$ cat src/shared/drt_pkg.sv
// Package: register map, field layout and types of the dual reload timer
package drt_pkg;

    // ========================================================================
    // Bus geometry
    // ========================================================================
    localparam int unsigned DRT_ADDR_W = 16;
    localparam int unsigned DRT_DATA_W = 32;
    localparam int unsigned DRT_NUM_TMR = 2;

    // ========================================================================
    // Register byte addresses
    // ========================================================================
    localparam logic [15:0] DRT_OFF_MODE = 16'h6000;
    localparam logic [15:0] DRT_OFF_RELOAD0 = 16'h6004;
    localparam logic [15:0] DRT_OFF_RELOAD1 = 16'h6008;
    localparam logic [15:0] DRT_OFF_COUNT0 = 16'h600C;
    localparam logic [15:0] DRT_OFF_COUNT1 = 16'h6010;
    localparam logic [15:0] DRT_OFF_IRQ_STS = 16'h6014;
    localparam logic [15:0] DRT_OFF_IRQ_MSK = 16'h6018;
    localparam logic [15:0] DRT_OFF_PORT_FN = 16'h601C;

    // ========================================================================
    // Reset values
    // ========================================================================
    localparam logic [31:0] DRT_MODE_RST = 32'h00000000;
    localparam logic [31:0] DRT_RELOAD_RST = 32'h00000000;
    localparam logic [31:0] DRT_COUNT_RST = 32'hFFFFFFFF;
    localparam logic [1:0] DRT_IRQ_STS_RST = 2'h0;
    localparam logic [1:0] DRT_IRQ_MSK_RST = 2'h0;
    localparam logic [1:0] DRT_PORT_FN_RST = 2'h0;

    // ========================================================================
    // Mode register fields: timer n uses bits n*STRIDE + {EN, TGL}
    // ========================================================================
    localparam int unsigned DRT_MODE_STRIDE = 3;
    localparam int unsigned DRT_MODE_EN_BIT = 0;
    localparam int unsigned DRT_MODE_TGL_BIT = 1;

    // ========================================================================
    // Bus response codes
    // ========================================================================
    localparam logic [1:0] DRT_RESP_OKAY = 2'h0;
    localparam logic [1:0] DRT_RESP_SLVERR = 2'h2;

    // ========================================================================
    // Types
    // ========================================================================
    // Decoded per-timer controls
    typedef struct packed {
        logic enable;
        logic toggle;
    } drt_ctrl_t;

    // Write channel sequencing
    typedef enum logic [1:0] {
        DRT_WR_IDLE = 2'b01,
        DRT_WR_RESP = 2'b10
    } drt_wr_state_t;

endpackage

$ cat src/design/drt_timer.sv
// Dual 32-bit reload timer with AXI4-Lite register slave and interrupt
//
// The AXI4-Lite interface to the registers was decided locally.
`timescale 1ns/1ps
`default_nettype none

module drt_timer (
    // Clock and reset
    input wire logic sys_clk_i,
    input wire logic nrst_i,
    // AXI4-Lite write address
    input wire logic [15:0] s_axi_awaddr_i,
    input wire logic s_axi_awvalid_i,
    output logic s_axi_awready_o,
    // AXI4-Lite write data
    input wire logic [31:0] s_axi_wdata_i,
    input wire logic [3:0] s_axi_wstrb_i,
    input wire logic s_axi_wvalid_i,
    output logic s_axi_wready_o,
    // AXI4-Lite write response
    output logic [1:0] s_axi_bresp_o,
    output logic s_axi_bvalid_o,
    input wire logic s_axi_bready_i,
    // AXI4-Lite read address
    input wire logic [15:0] s_axi_araddr_i,
    input wire logic s_axi_arvalid_i,
    output logic s_axi_arready_o,
    // AXI4-Lite read data
    output logic [31:0] s_axi_rdata_o,
    output logic [1:0] s_axi_rresp_o,
    output logic s_axi_rvalid_o,
    input wire logic s_axi_rready_i,
    // Timer outputs and events
    output logic timer_out_zero_o,
    output logic timer_out_one_o,
    output logic [1:0] timer_evt_o,
    // Port pins carrying the timer special function
    output logic port16_o,
    output logic port17_o,
    // Interrupt
    output logic irq_o
);

    // ========================================================================
    // Helper functions
    // ========================================================================
    // Word hit: byte lane bits of the address are ignored
    function automatic logic reg_hit(input logic [15:0] addr, input logic [15:0] off);
        reg_hit = (addr[15:2] == off[15:2]);
    endfunction

    // Any mapped register
    function automatic logic reg_known(input logic [15:0] addr);
        reg_known = reg_hit(addr, drt_pkg::DRT_OFF_MODE) |
                    reg_hit(addr, drt_pkg::DRT_OFF_RELOAD0) |
                    reg_hit(addr, drt_pkg::DRT_OFF_RELOAD1) |
                    reg_hit(addr, drt_pkg::DRT_OFF_COUNT0) |
                    reg_hit(addr, drt_pkg::DRT_OFF_COUNT1) |
                    reg_hit(addr, drt_pkg::DRT_OFF_IRQ_STS) |
                    reg_hit(addr, drt_pkg::DRT_OFF_IRQ_MSK) |
                    reg_hit(addr, drt_pkg::DRT_OFF_PORT_FN);
    endfunction

    // Byte-lane merge of a write into an old word
    function automatic logic [31:0] strb_merge(input logic [31:0] old_v,
                                               input logic [31:0] new_v,
                                               input logic [3:0] strb);
        logic [31:0] res;
        res = old_v;
        for (int b = 0; b < 4; b++) begin
            if (strb[b]) begin
                res[b*8 +: 8] = new_v[b*8 +: 8];
            end
        end
        strb_merge = res;
    endfunction

    // ========================================================================
    // Write channel: address and data taken in either order
    // ========================================================================
    drt_pkg::drt_wr_state_t wr_state_q, wr_state_d;
    logic aw_full_q;
    logic w_full_q;
    logic [15:0] aw_addr_q;
    logic [31:0] w_data_q;
    logic [3:0] w_strb_q;
    logic awready_q;
    logic wready_q;
    logic bvalid_q;
    logic [1:0] bresp_q;

    wire aw_take = s_axi_awvalid_i & awready_q;
    wire w_take = s_axi_wvalid_i & wready_q;
    wire wr_fire = aw_full_q & w_full_q & (wr_state_q == drt_pkg::DRT_WR_IDLE);
    wire b_done = bvalid_q & s_axi_bready_i;
    wire aw_full_d = wr_fire ? 1'b0 : (aw_full_q | aw_take);
    wire w_full_d = wr_fire ? 1'b0 : (w_full_q | w_take);

    // Next write state
    always_comb begin
        wr_state_d = wr_state_q;
        unique case (wr_state_q)
            drt_pkg::DRT_WR_IDLE: begin
                if (wr_fire) begin
                    wr_state_d = drt_pkg::DRT_WR_RESP;
                end
            end
            drt_pkg::DRT_WR_RESP: begin
                if (b_done) begin
                    wr_state_d = drt_pkg::DRT_WR_IDLE;
                end
            end
            default: begin
                wr_state_d = drt_pkg::DRT_WR_IDLE;
            end
        endcase
    end

    // Holding registers; ready drops while a word is parked
    // A write parked during a response waits there until bready is seen
    always_ff @(posedge sys_clk_i or negedge nrst_i) begin
        if (!nrst_i) begin
            wr_state_q <= drt_pkg::DRT_WR_IDLE;
            aw_full_q <= 1'b0;
            w_full_q <= 1'b0;
            awready_q <= 1'b0;
            wready_q <= 1'b0;
            aw_addr_q <= 16'h0000;
            w_data_q <= 32'h00000000;
            w_strb_q <= 4'h0;
        end else begin
            wr_state_q <= wr_state_d;
            aw_full_q <= aw_full_d;
            w_full_q <= w_full_d;
            awready_q <= ~aw_full_d;
            wready_q <= ~w_full_d;
            if (aw_take) begin
                aw_addr_q <= s_axi_awaddr_i;
            end
            if (w_take) begin
                w_data_q <= s_axi_wdata_i;
                w_strb_q <= s_axi_wstrb_i;
            end
        end
    end

    // Response raised the cycle after the write commits
    always_ff @(posedge sys_clk_i or negedge nrst_i) begin
        if (!nrst_i) begin
            bvalid_q <= 1'b0;
            bresp_q <= drt_pkg::DRT_RESP_OKAY;
        end else if (wr_fire) begin
            bvalid_q <= 1'b1;
            bresp_q <= reg_known(aw_addr_q) ? drt_pkg::DRT_RESP_OKAY : drt_pkg::DRT_RESP_SLVERR;
        end else if (b_done) begin
            bvalid_q <= 1'b0;
        end
    end

    // Register write selects
    wire wr_mode = wr_fire & reg_hit(aw_addr_q, drt_pkg::DRT_OFF_MODE);
    wire wr_sts = wr_fire & reg_hit(aw_addr_q, drt_pkg::DRT_OFF_IRQ_STS);
    wire wr_msk = wr_fire & reg_hit(aw_addr_q, drt_pkg::DRT_OFF_IRQ_MSK);
    wire wr_pfn = wr_fire & reg_hit(aw_addr_q, drt_pkg::DRT_OFF_PORT_FN);
    wire [1:0] wr_reload;
    wire [1:0] wr_count;
    assign wr_reload[0] = wr_fire & reg_hit(aw_addr_q, drt_pkg::DRT_OFF_RELOAD0);
    assign wr_reload[1] = wr_fire & reg_hit(aw_addr_q, drt_pkg::DRT_OFF_RELOAD1);
    assign wr_count[0] = wr_fire & reg_hit(aw_addr_q, drt_pkg::DRT_OFF_COUNT0);
    assign wr_count[1] = wr_fire & reg_hit(aw_addr_q, drt_pkg::DRT_OFF_COUNT1);

    // ========================================================================
    // Shared control registers
    // ========================================================================
    logic [31:0] mode_q;
    logic [1:0] irq_sts_q;
    logic [1:0] irq_msk_q;
    logic [1:0] port_fn_q;
    wire [1:0] tmo;

    // Write-one-to-clear mask; lane 0 qualifies both bits alike
    wire [1:0] sts_clr = {2{wr_sts & w_strb_q[0]}} & w_data_q[1:0];

    // Set beats clear so a time-out in the clearing cycle is kept
    wire [1:0] irq_sts_d = (irq_sts_q & ~sts_clr) | tmo;

    // Mode, mask and port function storage
    always_ff @(posedge sys_clk_i or negedge nrst_i) begin
        if (!nrst_i) begin
            mode_q <= drt_pkg::DRT_MODE_RST;
            irq_msk_q <= drt_pkg::DRT_IRQ_MSK_RST;
            port_fn_q <= drt_pkg::DRT_PORT_FN_RST;
        end else begin
            if (wr_mode) begin
                mode_q <= strb_merge(mode_q, w_data_q, w_strb_q);
            end
            if (wr_msk & w_strb_q[0]) begin
                irq_msk_q <= w_data_q[1:0];
            end
            if (wr_pfn & w_strb_q[0]) begin
                port_fn_q <= w_data_q[1:0];
            end
        end
    end

    // Sticky status and level interrupt
    always_ff @(posedge sys_clk_i or negedge nrst_i) begin
        if (!nrst_i) begin
            irq_sts_q <= drt_pkg::DRT_IRQ_STS_RST;
            irq_o <= 1'b0;
        end else begin
            irq_sts_q <= irq_sts_d;
            irq_o <= |(irq_sts_d & irq_msk_q);
        end
    end

    // ========================================================================
    // Timers
    // ========================================================================
    logic [31:0] reload_w [2];
    logic [31:0] count_w [2];
    logic [1:0] out_d;

    for (genvar i = 0; i < 2; i++) begin : g_tmr
        drt_pkg::drt_ctrl_t ctrl;
        logic [31:0] reload_q;
        logic [31:0] count_q;
        logic [31:0] count_d;
        logic en_prev_q;
        logic out_q;

        assign ctrl.enable = mode_q[i*drt_pkg::DRT_MODE_STRIDE + drt_pkg::DRT_MODE_EN_BIT];
        assign ctrl.toggle = mode_q[i*drt_pkg::DRT_MODE_STRIDE + drt_pkg::DRT_MODE_TGL_BIT];

        // Start on the enable edge; time-out only once running, at zero
        wire start = ctrl.enable & ~en_prev_q;
        assign tmo[i] = ctrl.enable & en_prev_q & (count_q == 32'h00000000);

        // Software write wins over counting so a poked count takes effect
        // A data value of zero gives a time-out in every cycle
        always_comb begin
            if (wr_count[i]) begin
                count_d = strb_merge(count_q, w_data_q, w_strb_q);
            end else if (start) begin
                count_d = reload_q;
            end else if (tmo[i]) begin
                count_d = reload_q;
            end else if (ctrl.enable) begin
                count_d = count_q - 32'h00000001;
            end else begin
                count_d = count_q;
            end
        end

        // Interval: pulse with the time-out; toggle: invert on it
        assign out_d[i] = ctrl.toggle ? (out_q ^ tmo[i]) : tmo[i];

        // Base value, live count, enable history and output level
        // A data value written while running only shows at the next reload
        always_ff @(posedge sys_clk_i or negedge nrst_i) begin
            if (!nrst_i) begin
                reload_q <= drt_pkg::DRT_RELOAD_RST;
                count_q <= drt_pkg::DRT_COUNT_RST;
                en_prev_q <= 1'b0;
                out_q <= 1'b0;
            end else begin
                if (wr_reload[i]) begin
                    reload_q <= strb_merge(reload_q, w_data_q, w_strb_q);
                end
                count_q <= count_d;
                en_prev_q <= ctrl.enable;
                out_q <= out_d[i];
            end
        end

        assign reload_w[i] = reload_q;
        assign count_w[i] = count_q;
    end

    // Pin, event and port flops; unselected ports rest low
    // Ports are flopped beside the pins so both change on one edge
    always_ff @(posedge sys_clk_i or negedge nrst_i) begin
        if (!nrst_i) begin
            timer_out_zero_o <= 1'b0;
            timer_out_one_o <= 1'b0;
            timer_evt_o <= 2'b00;
            port16_o <= 1'b0;
            port17_o <= 1'b0;
        end else begin
            timer_out_zero_o <= out_d[0];
            timer_out_one_o <= out_d[1];
            timer_evt_o <= tmo;
            port16_o <= port_fn_q[0] & out_d[0];
            port17_o <= port_fn_q[1] & out_d[1];
        end
    end

    // ========================================================================
    // Read channel
    // ========================================================================
    logic arready_q;
    logic rvalid_q;
    logic [31:0] rdata_q;
    logic [1:0] rresp_q;

    wire ar_take = s_axi_arvalid_i & arready_q;
    wire r_done = rvalid_q & s_axi_rready_i;
    wire [15:0] ra = s_axi_araddr_i;

    // Read mux; unmapped reads return zero
    // Decoded from the live address, so the data flop loads at the taking edge
    wire [31:0] rd_mux =
        reg_hit(ra, drt_pkg::DRT_OFF_MODE) ? mode_q :
        reg_hit(ra, drt_pkg::DRT_OFF_RELOAD0) ? reload_w[0] :
        reg_hit(ra, drt_pkg::DRT_OFF_RELOAD1) ? reload_w[1] :
        reg_hit(ra, drt_pkg::DRT_OFF_COUNT0) ? count_w[0] :
        reg_hit(ra, drt_pkg::DRT_OFF_COUNT1) ? count_w[1] :
        reg_hit(ra, drt_pkg::DRT_OFF_IRQ_STS) ? {30'h00000000, irq_sts_q} :
        reg_hit(ra, drt_pkg::DRT_OFF_IRQ_MSK) ? {30'h00000000, irq_msk_q} :
        reg_hit(ra, drt_pkg::DRT_OFF_PORT_FN) ? {30'h00000000, port_fn_q} :
        32'h00000000;

    // One read in flight; address ready returns after the data is taken
    // A second address waits, which keeps the read path a single flop deep
    always_ff @(posedge sys_clk_i or negedge nrst_i) begin
        if (!nrst_i) begin
            arready_q <= 1'b0;
            rvalid_q <= 1'b0;
            rdata_q <= 32'h00000000;
            rresp_q <= drt_pkg::DRT_RESP_OKAY;
        end else if (ar_take) begin
            arready_q <= 1'b0;
            rvalid_q <= 1'b1;
            rdata_q <= rd_mux;
            rresp_q <= reg_known(ra) ? drt_pkg::DRT_RESP_OKAY : drt_pkg::DRT_RESP_SLVERR;
        end else if (r_done) begin
            rvalid_q <= 1'b0;
            arready_q <= 1'b1;
        end else if (!rvalid_q) begin
            arready_q <= 1'b1;
        end
    end

    // Bus outputs straight from flops
    assign s_axi_awready_o = awready_q;
    assign s_axi_wready_o = wready_q;
    assign s_axi_bvalid_o = bvalid_q;
    assign s_axi_bresp_o = bresp_q;
    assign s_axi_arready_o = arready_q;
    assign s_axi_rvalid_o = rvalid_q;
    assign s_axi_rdata_o = rdata_q;
    assign s_axi_rresp_o = rresp_q;

endmodule

`default_nettype wire

$ cat config.mk
export PLATFORM = sky130hd
export DESIGN_NAME = drt_timer
export DESIGN_NICKNAME = d
export VERILOG_FILES = /design/src/shared/drt_pkg.sv /design/src/design/drt_timer.sv
export SDC_FILE = /design/constraint.sdc
export NUM_CORES = 1
export LEC_CHECK = 0
export BUFFER_PORTS_ARGS = -buffer_cell sky130_fd_sc_hd__buf_2
export CORE_ASPECT_RATIO = 1.5
export CORE_UTILIZATION = 57
export CTS_BUF_LIST = sky130_fd_sc_hd__clkbuf_4 sky130_fd_sc_hd__clkbuf_8 sky130_fd_sc_hd__clkbuf_16
export CTS_CLUSTER_SIZE = 8
export DETAILED_ROUTE_END_ITERATION = 10
export PLACE_DENSITY = 0.84
export SLEW_MARGIN = 20
export SYNTH_ARGS = -nofsm -noshare
export SYNTH_HDL_FRONTEND = slang
export SYNTH_SLANG_ARGS = --single-unit
$ cat constraint.sdc
create_clock -name sys_clk_i -period 3.1 [get_ports sys_clk_i]
set_input_delay 0.775 -clock sys_clk_i [delete_from_list [all_inputs] [get_ports sys_clk_i]]
set_output_delay 0.775 -clock sys_clk_i [all_outputs]
set_load 0.1 [all_outputs]
**Word level (Yosys, flattened, before mapping)**

Cells that the tools add are included.

- Logic and storage cells: 193
- Register bits after elaboration: 272
- Input bits: 75
- Output and inout bits: 48

- $add $sub $neg: 2
- Bitwise gates (word level): 53
- Reductions and logical operators: 28
- Equality and inequality tests: 29
- Mux-type cells: 36

Operators with widths:

| cell | count |
|---|---|
| two-way mux 32 bit | 13 |
| equality test 14 x 13 -> 1 bit, second input constant | 16 |
| logical NOT 32 bit | 2 |
| subtractor 32 x 1 -> 32 bit, second input constant | 2 |
| AND reduction 2 bit | 21 |
| two-way mux 8 bit | 4 |
| bitwise AND 1 bit | 26 |
| != test 2 bit, second input constant | 10 |
| bitwise OR 1 bit | 16 |
| two-way mux 2 bit | 7 |
| two-way mux 1 bit | 11 |
| nonzero test 4 bit | 2 |
| bitwise AND 2 bit | 3 |
| inverter 1 bit | 4 |
| case mux 2 bit (2 select lines) | 1 |
| nonzero test 2 bit | 2 |
| != test 3 x 1 -> 1 bit, second input constant | 1 |
| equality test 2 x 1 -> 1 bit, second input constant | 1 |
| equality test 2 bit, second input constant | 1 |
| inverter 2 bit | 1 |
| bitwise OR 2 bit | 1 |
| OR reduction 2 bit | 1 |
| bitwise XOR 1 bit | 2 |

**Longest topological paths before layout**

- Depth after elaboration: 10
- Gate-level depth with buffers: 9
- Gate-level depth less buffers: 8

**Least setup slack after synthesis**

Ideal clock, no wire load.

- Kind: register to register
- From: register aw_addr_q[5]
- To: register g_tmr[1].count_q[10]
- Setup time: 0.072 ns
- Path slack: 0.532 ns
- Cell stages (with the launch flop): 8
- Clock period less this slack: 2.568 ns
- Data arrival time: 2.496 ns
- Required time: 3.028 ns
- Path buffers: 1
- Cells stage by stage: dfrtp_1 or4_1 or4_1 buf_2 nor2_1 mux2i_1 a22oi_1 o21ai_1

- Cells in the longest elaborated chain, start to end: 4
- Elaborated cells between the ends (all ways): 6
- Those cells by class: 2 x eq/ne; 1 x mux; 1 x bitwise; 2 x reduce/logical

RTL lines:

| element | line | RTL |
|---|---|---|
| start, declared | drt_timer.sv:84 | `logic [15:0] aw_addr_q;` |
| start signal, assigned | drt_timer.sv:138 | `aw_addr_q <= s_axi_awaddr_i;` |
| equality test 14 x 13 -> 1 bit * | drt_timer.sv:49 | `reg_hit = (addr[15:2] == off[15:2]);` |
| bitwise AND 1 bit * | drt_timer.sv:170 | `assign wr_count[1] = wr_fire & reg_hit(aw_addr_q, drt_pkg::DRT_OFF_COUNT1);` |
| != test 2 bit (no line) or nonzero test 4 bit (tied branches) | n/a |  |
| AND reduction 2 bit (no line) | n/a |  |
| end signal, assigned | drt_timer.sv:263 | `count_q <= drt_pkg::DRT_COUNT_RST;` |
| end signal, assigned | drt_timer.sv:270 | `count_q <= count_d;` |
| end, declared | drt_timer.sv:227 | `logic [31:0] count_q;` |

Every way passes the cells marked *; elsewhere a longest branch is shown, timed or not.
A chain may end at the register's enable or synchronous reset.

**Final worst setup path**

- From: register aw_addr_q[9]
- To: register g_tmr[1].count_q[22]

The elaborated chain is that of the path after synthesis.

==> qor.yml <==
run_status:
  status: "finished clean"
drt:
  vias: 11700
  first_iter_violations: 1219
  ant_nets: 0
  wl_um: 41300
  drc: 0
  dr.pass1.iters: 7
  wl_per_cell_um: 23.6
  vias_per_cell: 6.69
critical_path:
  crit_path_end_kind: "flip-flop"
  critPathMaxFanout: 6
  crit_type: "flip-flop to flip-flop"
  critPathRequiredTime_ns: 3.55
  startpoint_type: "flip-flop"
  critPathArrivalTime_ns: 3.44
synth:
  synthTopCellsByArea: "dfrtp_1, dfstp_2, mux2_2"
  ys.warnings.count: 0
  synth_cell_types: 70
  yosysTopAreaCell: "dfrtp_1"
  yosys_most_used_dff: "dfrtp_1"
  synth-async-reset-ratio: 1.00
  synth_top_area_frac: 0.372
  synth-edff-count: 0
  synth_area_sq_um: 13600
  synth-seq-area-share: 0.498
  syn_area_per_cell_sq_um: 10.9
  synth_cells: 1250
  ys_ff_latch: 268
sta:
  tightestPinTransition_ns: 1.07
  fin_skew_ns: 0.0197
  setup_ws_ns: 0.104
  slew_headroom: 0.283
  period_needed_ns: 3.00
  fin_crit_sh: 0.966
  hold_viol: 0
  holdWs_ns: 0.218
  drv_slew: 0
  tns_ns: 0
  clock.fmax_ghz: 0.334
  setup_viol: 0
  rsz0062_at_grt: "false"
clock_tree:
  cts_buffer_depth: 3
  cts_setup_buffers: 0
  clk_pin_slew_ns: 0.05
  cts_sinks: 268
  cts_root_buffer: "clkbuf_16"
  hold_buffers: 0
  cts_tree: "built"
  cts_htree_levels: 2
  cts-buffers-inserted: 39
  insertion_delay_ns: 0.53
die:
  rows: 69
  ios: 123
  fp.coreArea_sq_um: 23600
  fp.dieH_um: 191
  start_util: 0.579
  dieArea_sq_um: 24600
  fp.dieW_um: 128
placed_design:
  hpwlAfterDp_um: 27500
  io_buffers: 116
  placed_cell_area_sq_um: 14900
  place_ws_ns: 0.196
  gp_congestion: 0.957
global_route:
  grt_max_degree: 68
  overflow: 0
  first_global_vias: 12200
  grt_pass1_wl_um: 64800
  grt.total_usage: 0.346
  antenna_found_initial: 0
final_layout:
  synthToLayoutAreaGrowth_pct: 18.4
  final_util: 0.685
  design_area_sq_um: 16100
  drive_gt1_frac: 0.340
  nets: 1474
  diodes: 0
power_and_ir_drop:
  cellPowerDensity_nw_per_um2: 741
  peakVddDrop_uv: 734
  p_leak_nw: 7.72
job:
  drv_cap: 0
worst_hold_path:
  hold_path.class: "input pin to async pin"
[power breakdown]
group	leakage [nW]	total, mW	switching (mW)	internal, mW
logic	3.70	2.89	1.66	1.23
registers	3.37	4.75	0.754	3.99
clock network	0.653	4.33	1.54	2.79
[flip-flops by register name, summed over array words and instances (netlist names), 2 cells and up]
name / cells
irq_msk_q: 2
g_tmr.reload_q: 64
aw_addr_q: 14
w_strb_q: 4
g_tmr.count_q: 64
mode_q: 32
wr_state_q: 2
port_fn_q: 2
irq_sts_q: 2
s_axi_rdata_o: 32
g_tmr.en_prev_q: 2
w_data_q: 32
timer_evt_o: 2
[cells in the final DEF (no fill, tap or decap), types with 5 or more instances in the layout]
cell type  count
nand3_1       25
clkbuf_4      29
mux2i_1       50
o221ai_1      33
or3_1         14
and2_1         7
o2bb2ai_1      9
nor2_1        60
o21ai_1       31
dfstp_2       65
a21o_1        30
buf_2        115
o211ai_1      10
nand2_1       83
dfrtp_1      203
and3_1         8
nor3_1        36
a21oi_1       45
inv_1         22
nand4_1        8
mux2_2       151
nor4_1        28
xnor2_1       25
o21ai_0       39
xor2_1        25
nand4b_1       5
buf_4         58
a22oi_1       53
o22ai_1        8
clkbuf_16     41
nand2b_1      16
or4_1         13
[worst max-delay path, stage by stage, from the launching register on]
cell and delay (ns):
dfrtp_1 0.39, or4b_1 0.58, or4_1 0.70, buf_4 0.24, o21a_1 0.24, nor2_1 0.44
a21oi_1 0.09, o211a_1 0.24
[per-layer routing]
metal	track usage	share of wire	wire length, um	up-vias
li1	-	-	-	4956
met1	0.405	0.36	14800	5819
met2	0.583	0.50	20500	694
met3	0.0574	0.080	3290	217
met4	0.228	0.064	2620	0
met5	0	0	0	-
[synthesized netlist by cell type (4+ instances only)]
cell       number
buf_2           4
o221ai_1       33
or4_1          13
dfrtp_1       203
nor3b_1         5
buf_1           5
inv_1          22
a21o_1         30
nand3_1        25
a22oi_1        53
a32oi_1         4
and3_1          8
nor2b_1         4
nand4b_1        5
xor2_1         25
nand4_1         8
nor3_1         38
mux2i_1        50
xnor2_1        25
o22ai_1         8
o31ai_1         4
o2bb2ai_1       9
o21ai_1        30
clkbuf_1       60
nor4_1         28
a21oi_1        45
and2_1          8
o21ai_0        40
nand2b_1       16
mux2_2        151
nand2_1        83
o211ai_1       10
a22o_1          4
or3_1          14
dfstp_2        65
nor2_1         60
[per-stage QoR]
step | total power, mW | cells
finish | 12.0 | 1746
detailed placement | 7.56 | 1675
CTS | 11.9 | 1746
global placement | 7.44 | 1675
global route | 12.4 | 1746
floorplan | 6.53 | 1251
[timing repair]
item | 4_1_cts | 5_1_grt
gates resized for setup | 0 | 1
endpoints found under the hold margin | 0 | 0
setup endpoints to repair | 0 | 1
[worst paths after layout]
kind	cells after the start	from	to	slack [ns]
worst min register to register	2	s_axi_rdata_o[1]$_DFFE_PN0P_	s_axi_rdata_o[1]$_DFFE_PN0P_	0.49
worst max register to register	7	aw_addr_q[9]$_DFFE_PN0P_	g_tmr[1].count_q[22]$_DFFE_PN1P_	0.10
min in group sys_clk_i	2	s_axi_wdata_i[19]	w_data_q[19]$_DFFE_PN0P_	0.48
max in group asynchronous	2	nrst_i	g_tmr[0].count_q[13]$_DFFE_PN1P_	1.96
worst max-delay path	7	aw_addr_q[9]$_DFFE_PN0P_	g_tmr[1].count_q[22]$_DFFE_PN1P_	0.10
worst min-delay path	1	nrst_i	mode_q[29]$_DFFE_PN0P_	0.22
[logic make-up (layout without fill, tap and decap cells)]
group                    after synthesis  in the layout  synth area share
AO/OA/AOI/OAI                        293            293             0.146
multiplexers                         202            202             0.163
other                                  1              2          0.000275
flip-flops                           268            268             0.498
adder cells (fa/ha/maj)                2              2           0.00183
AND/OR/NAND/NOR                      339            339             0.131
XOR/XNOR                              50             50            0.0321
buffers and inverters                 95            271            0.0282
[layout make-up]
type | count | area (sq um)
Clock buffer | 70 | 1240
Timing Repair Buffer | 178 | 1110
Multi-Input combinational cell | 888 | 6500
Sequential cell | 268 | 6790
Tap cell | 319 | 399
Inverter | 22 | 82.6
Fill cell | 1713 | 7420
Clock inverter | 1 | 30.0
(Power assumes the default switching activity.)
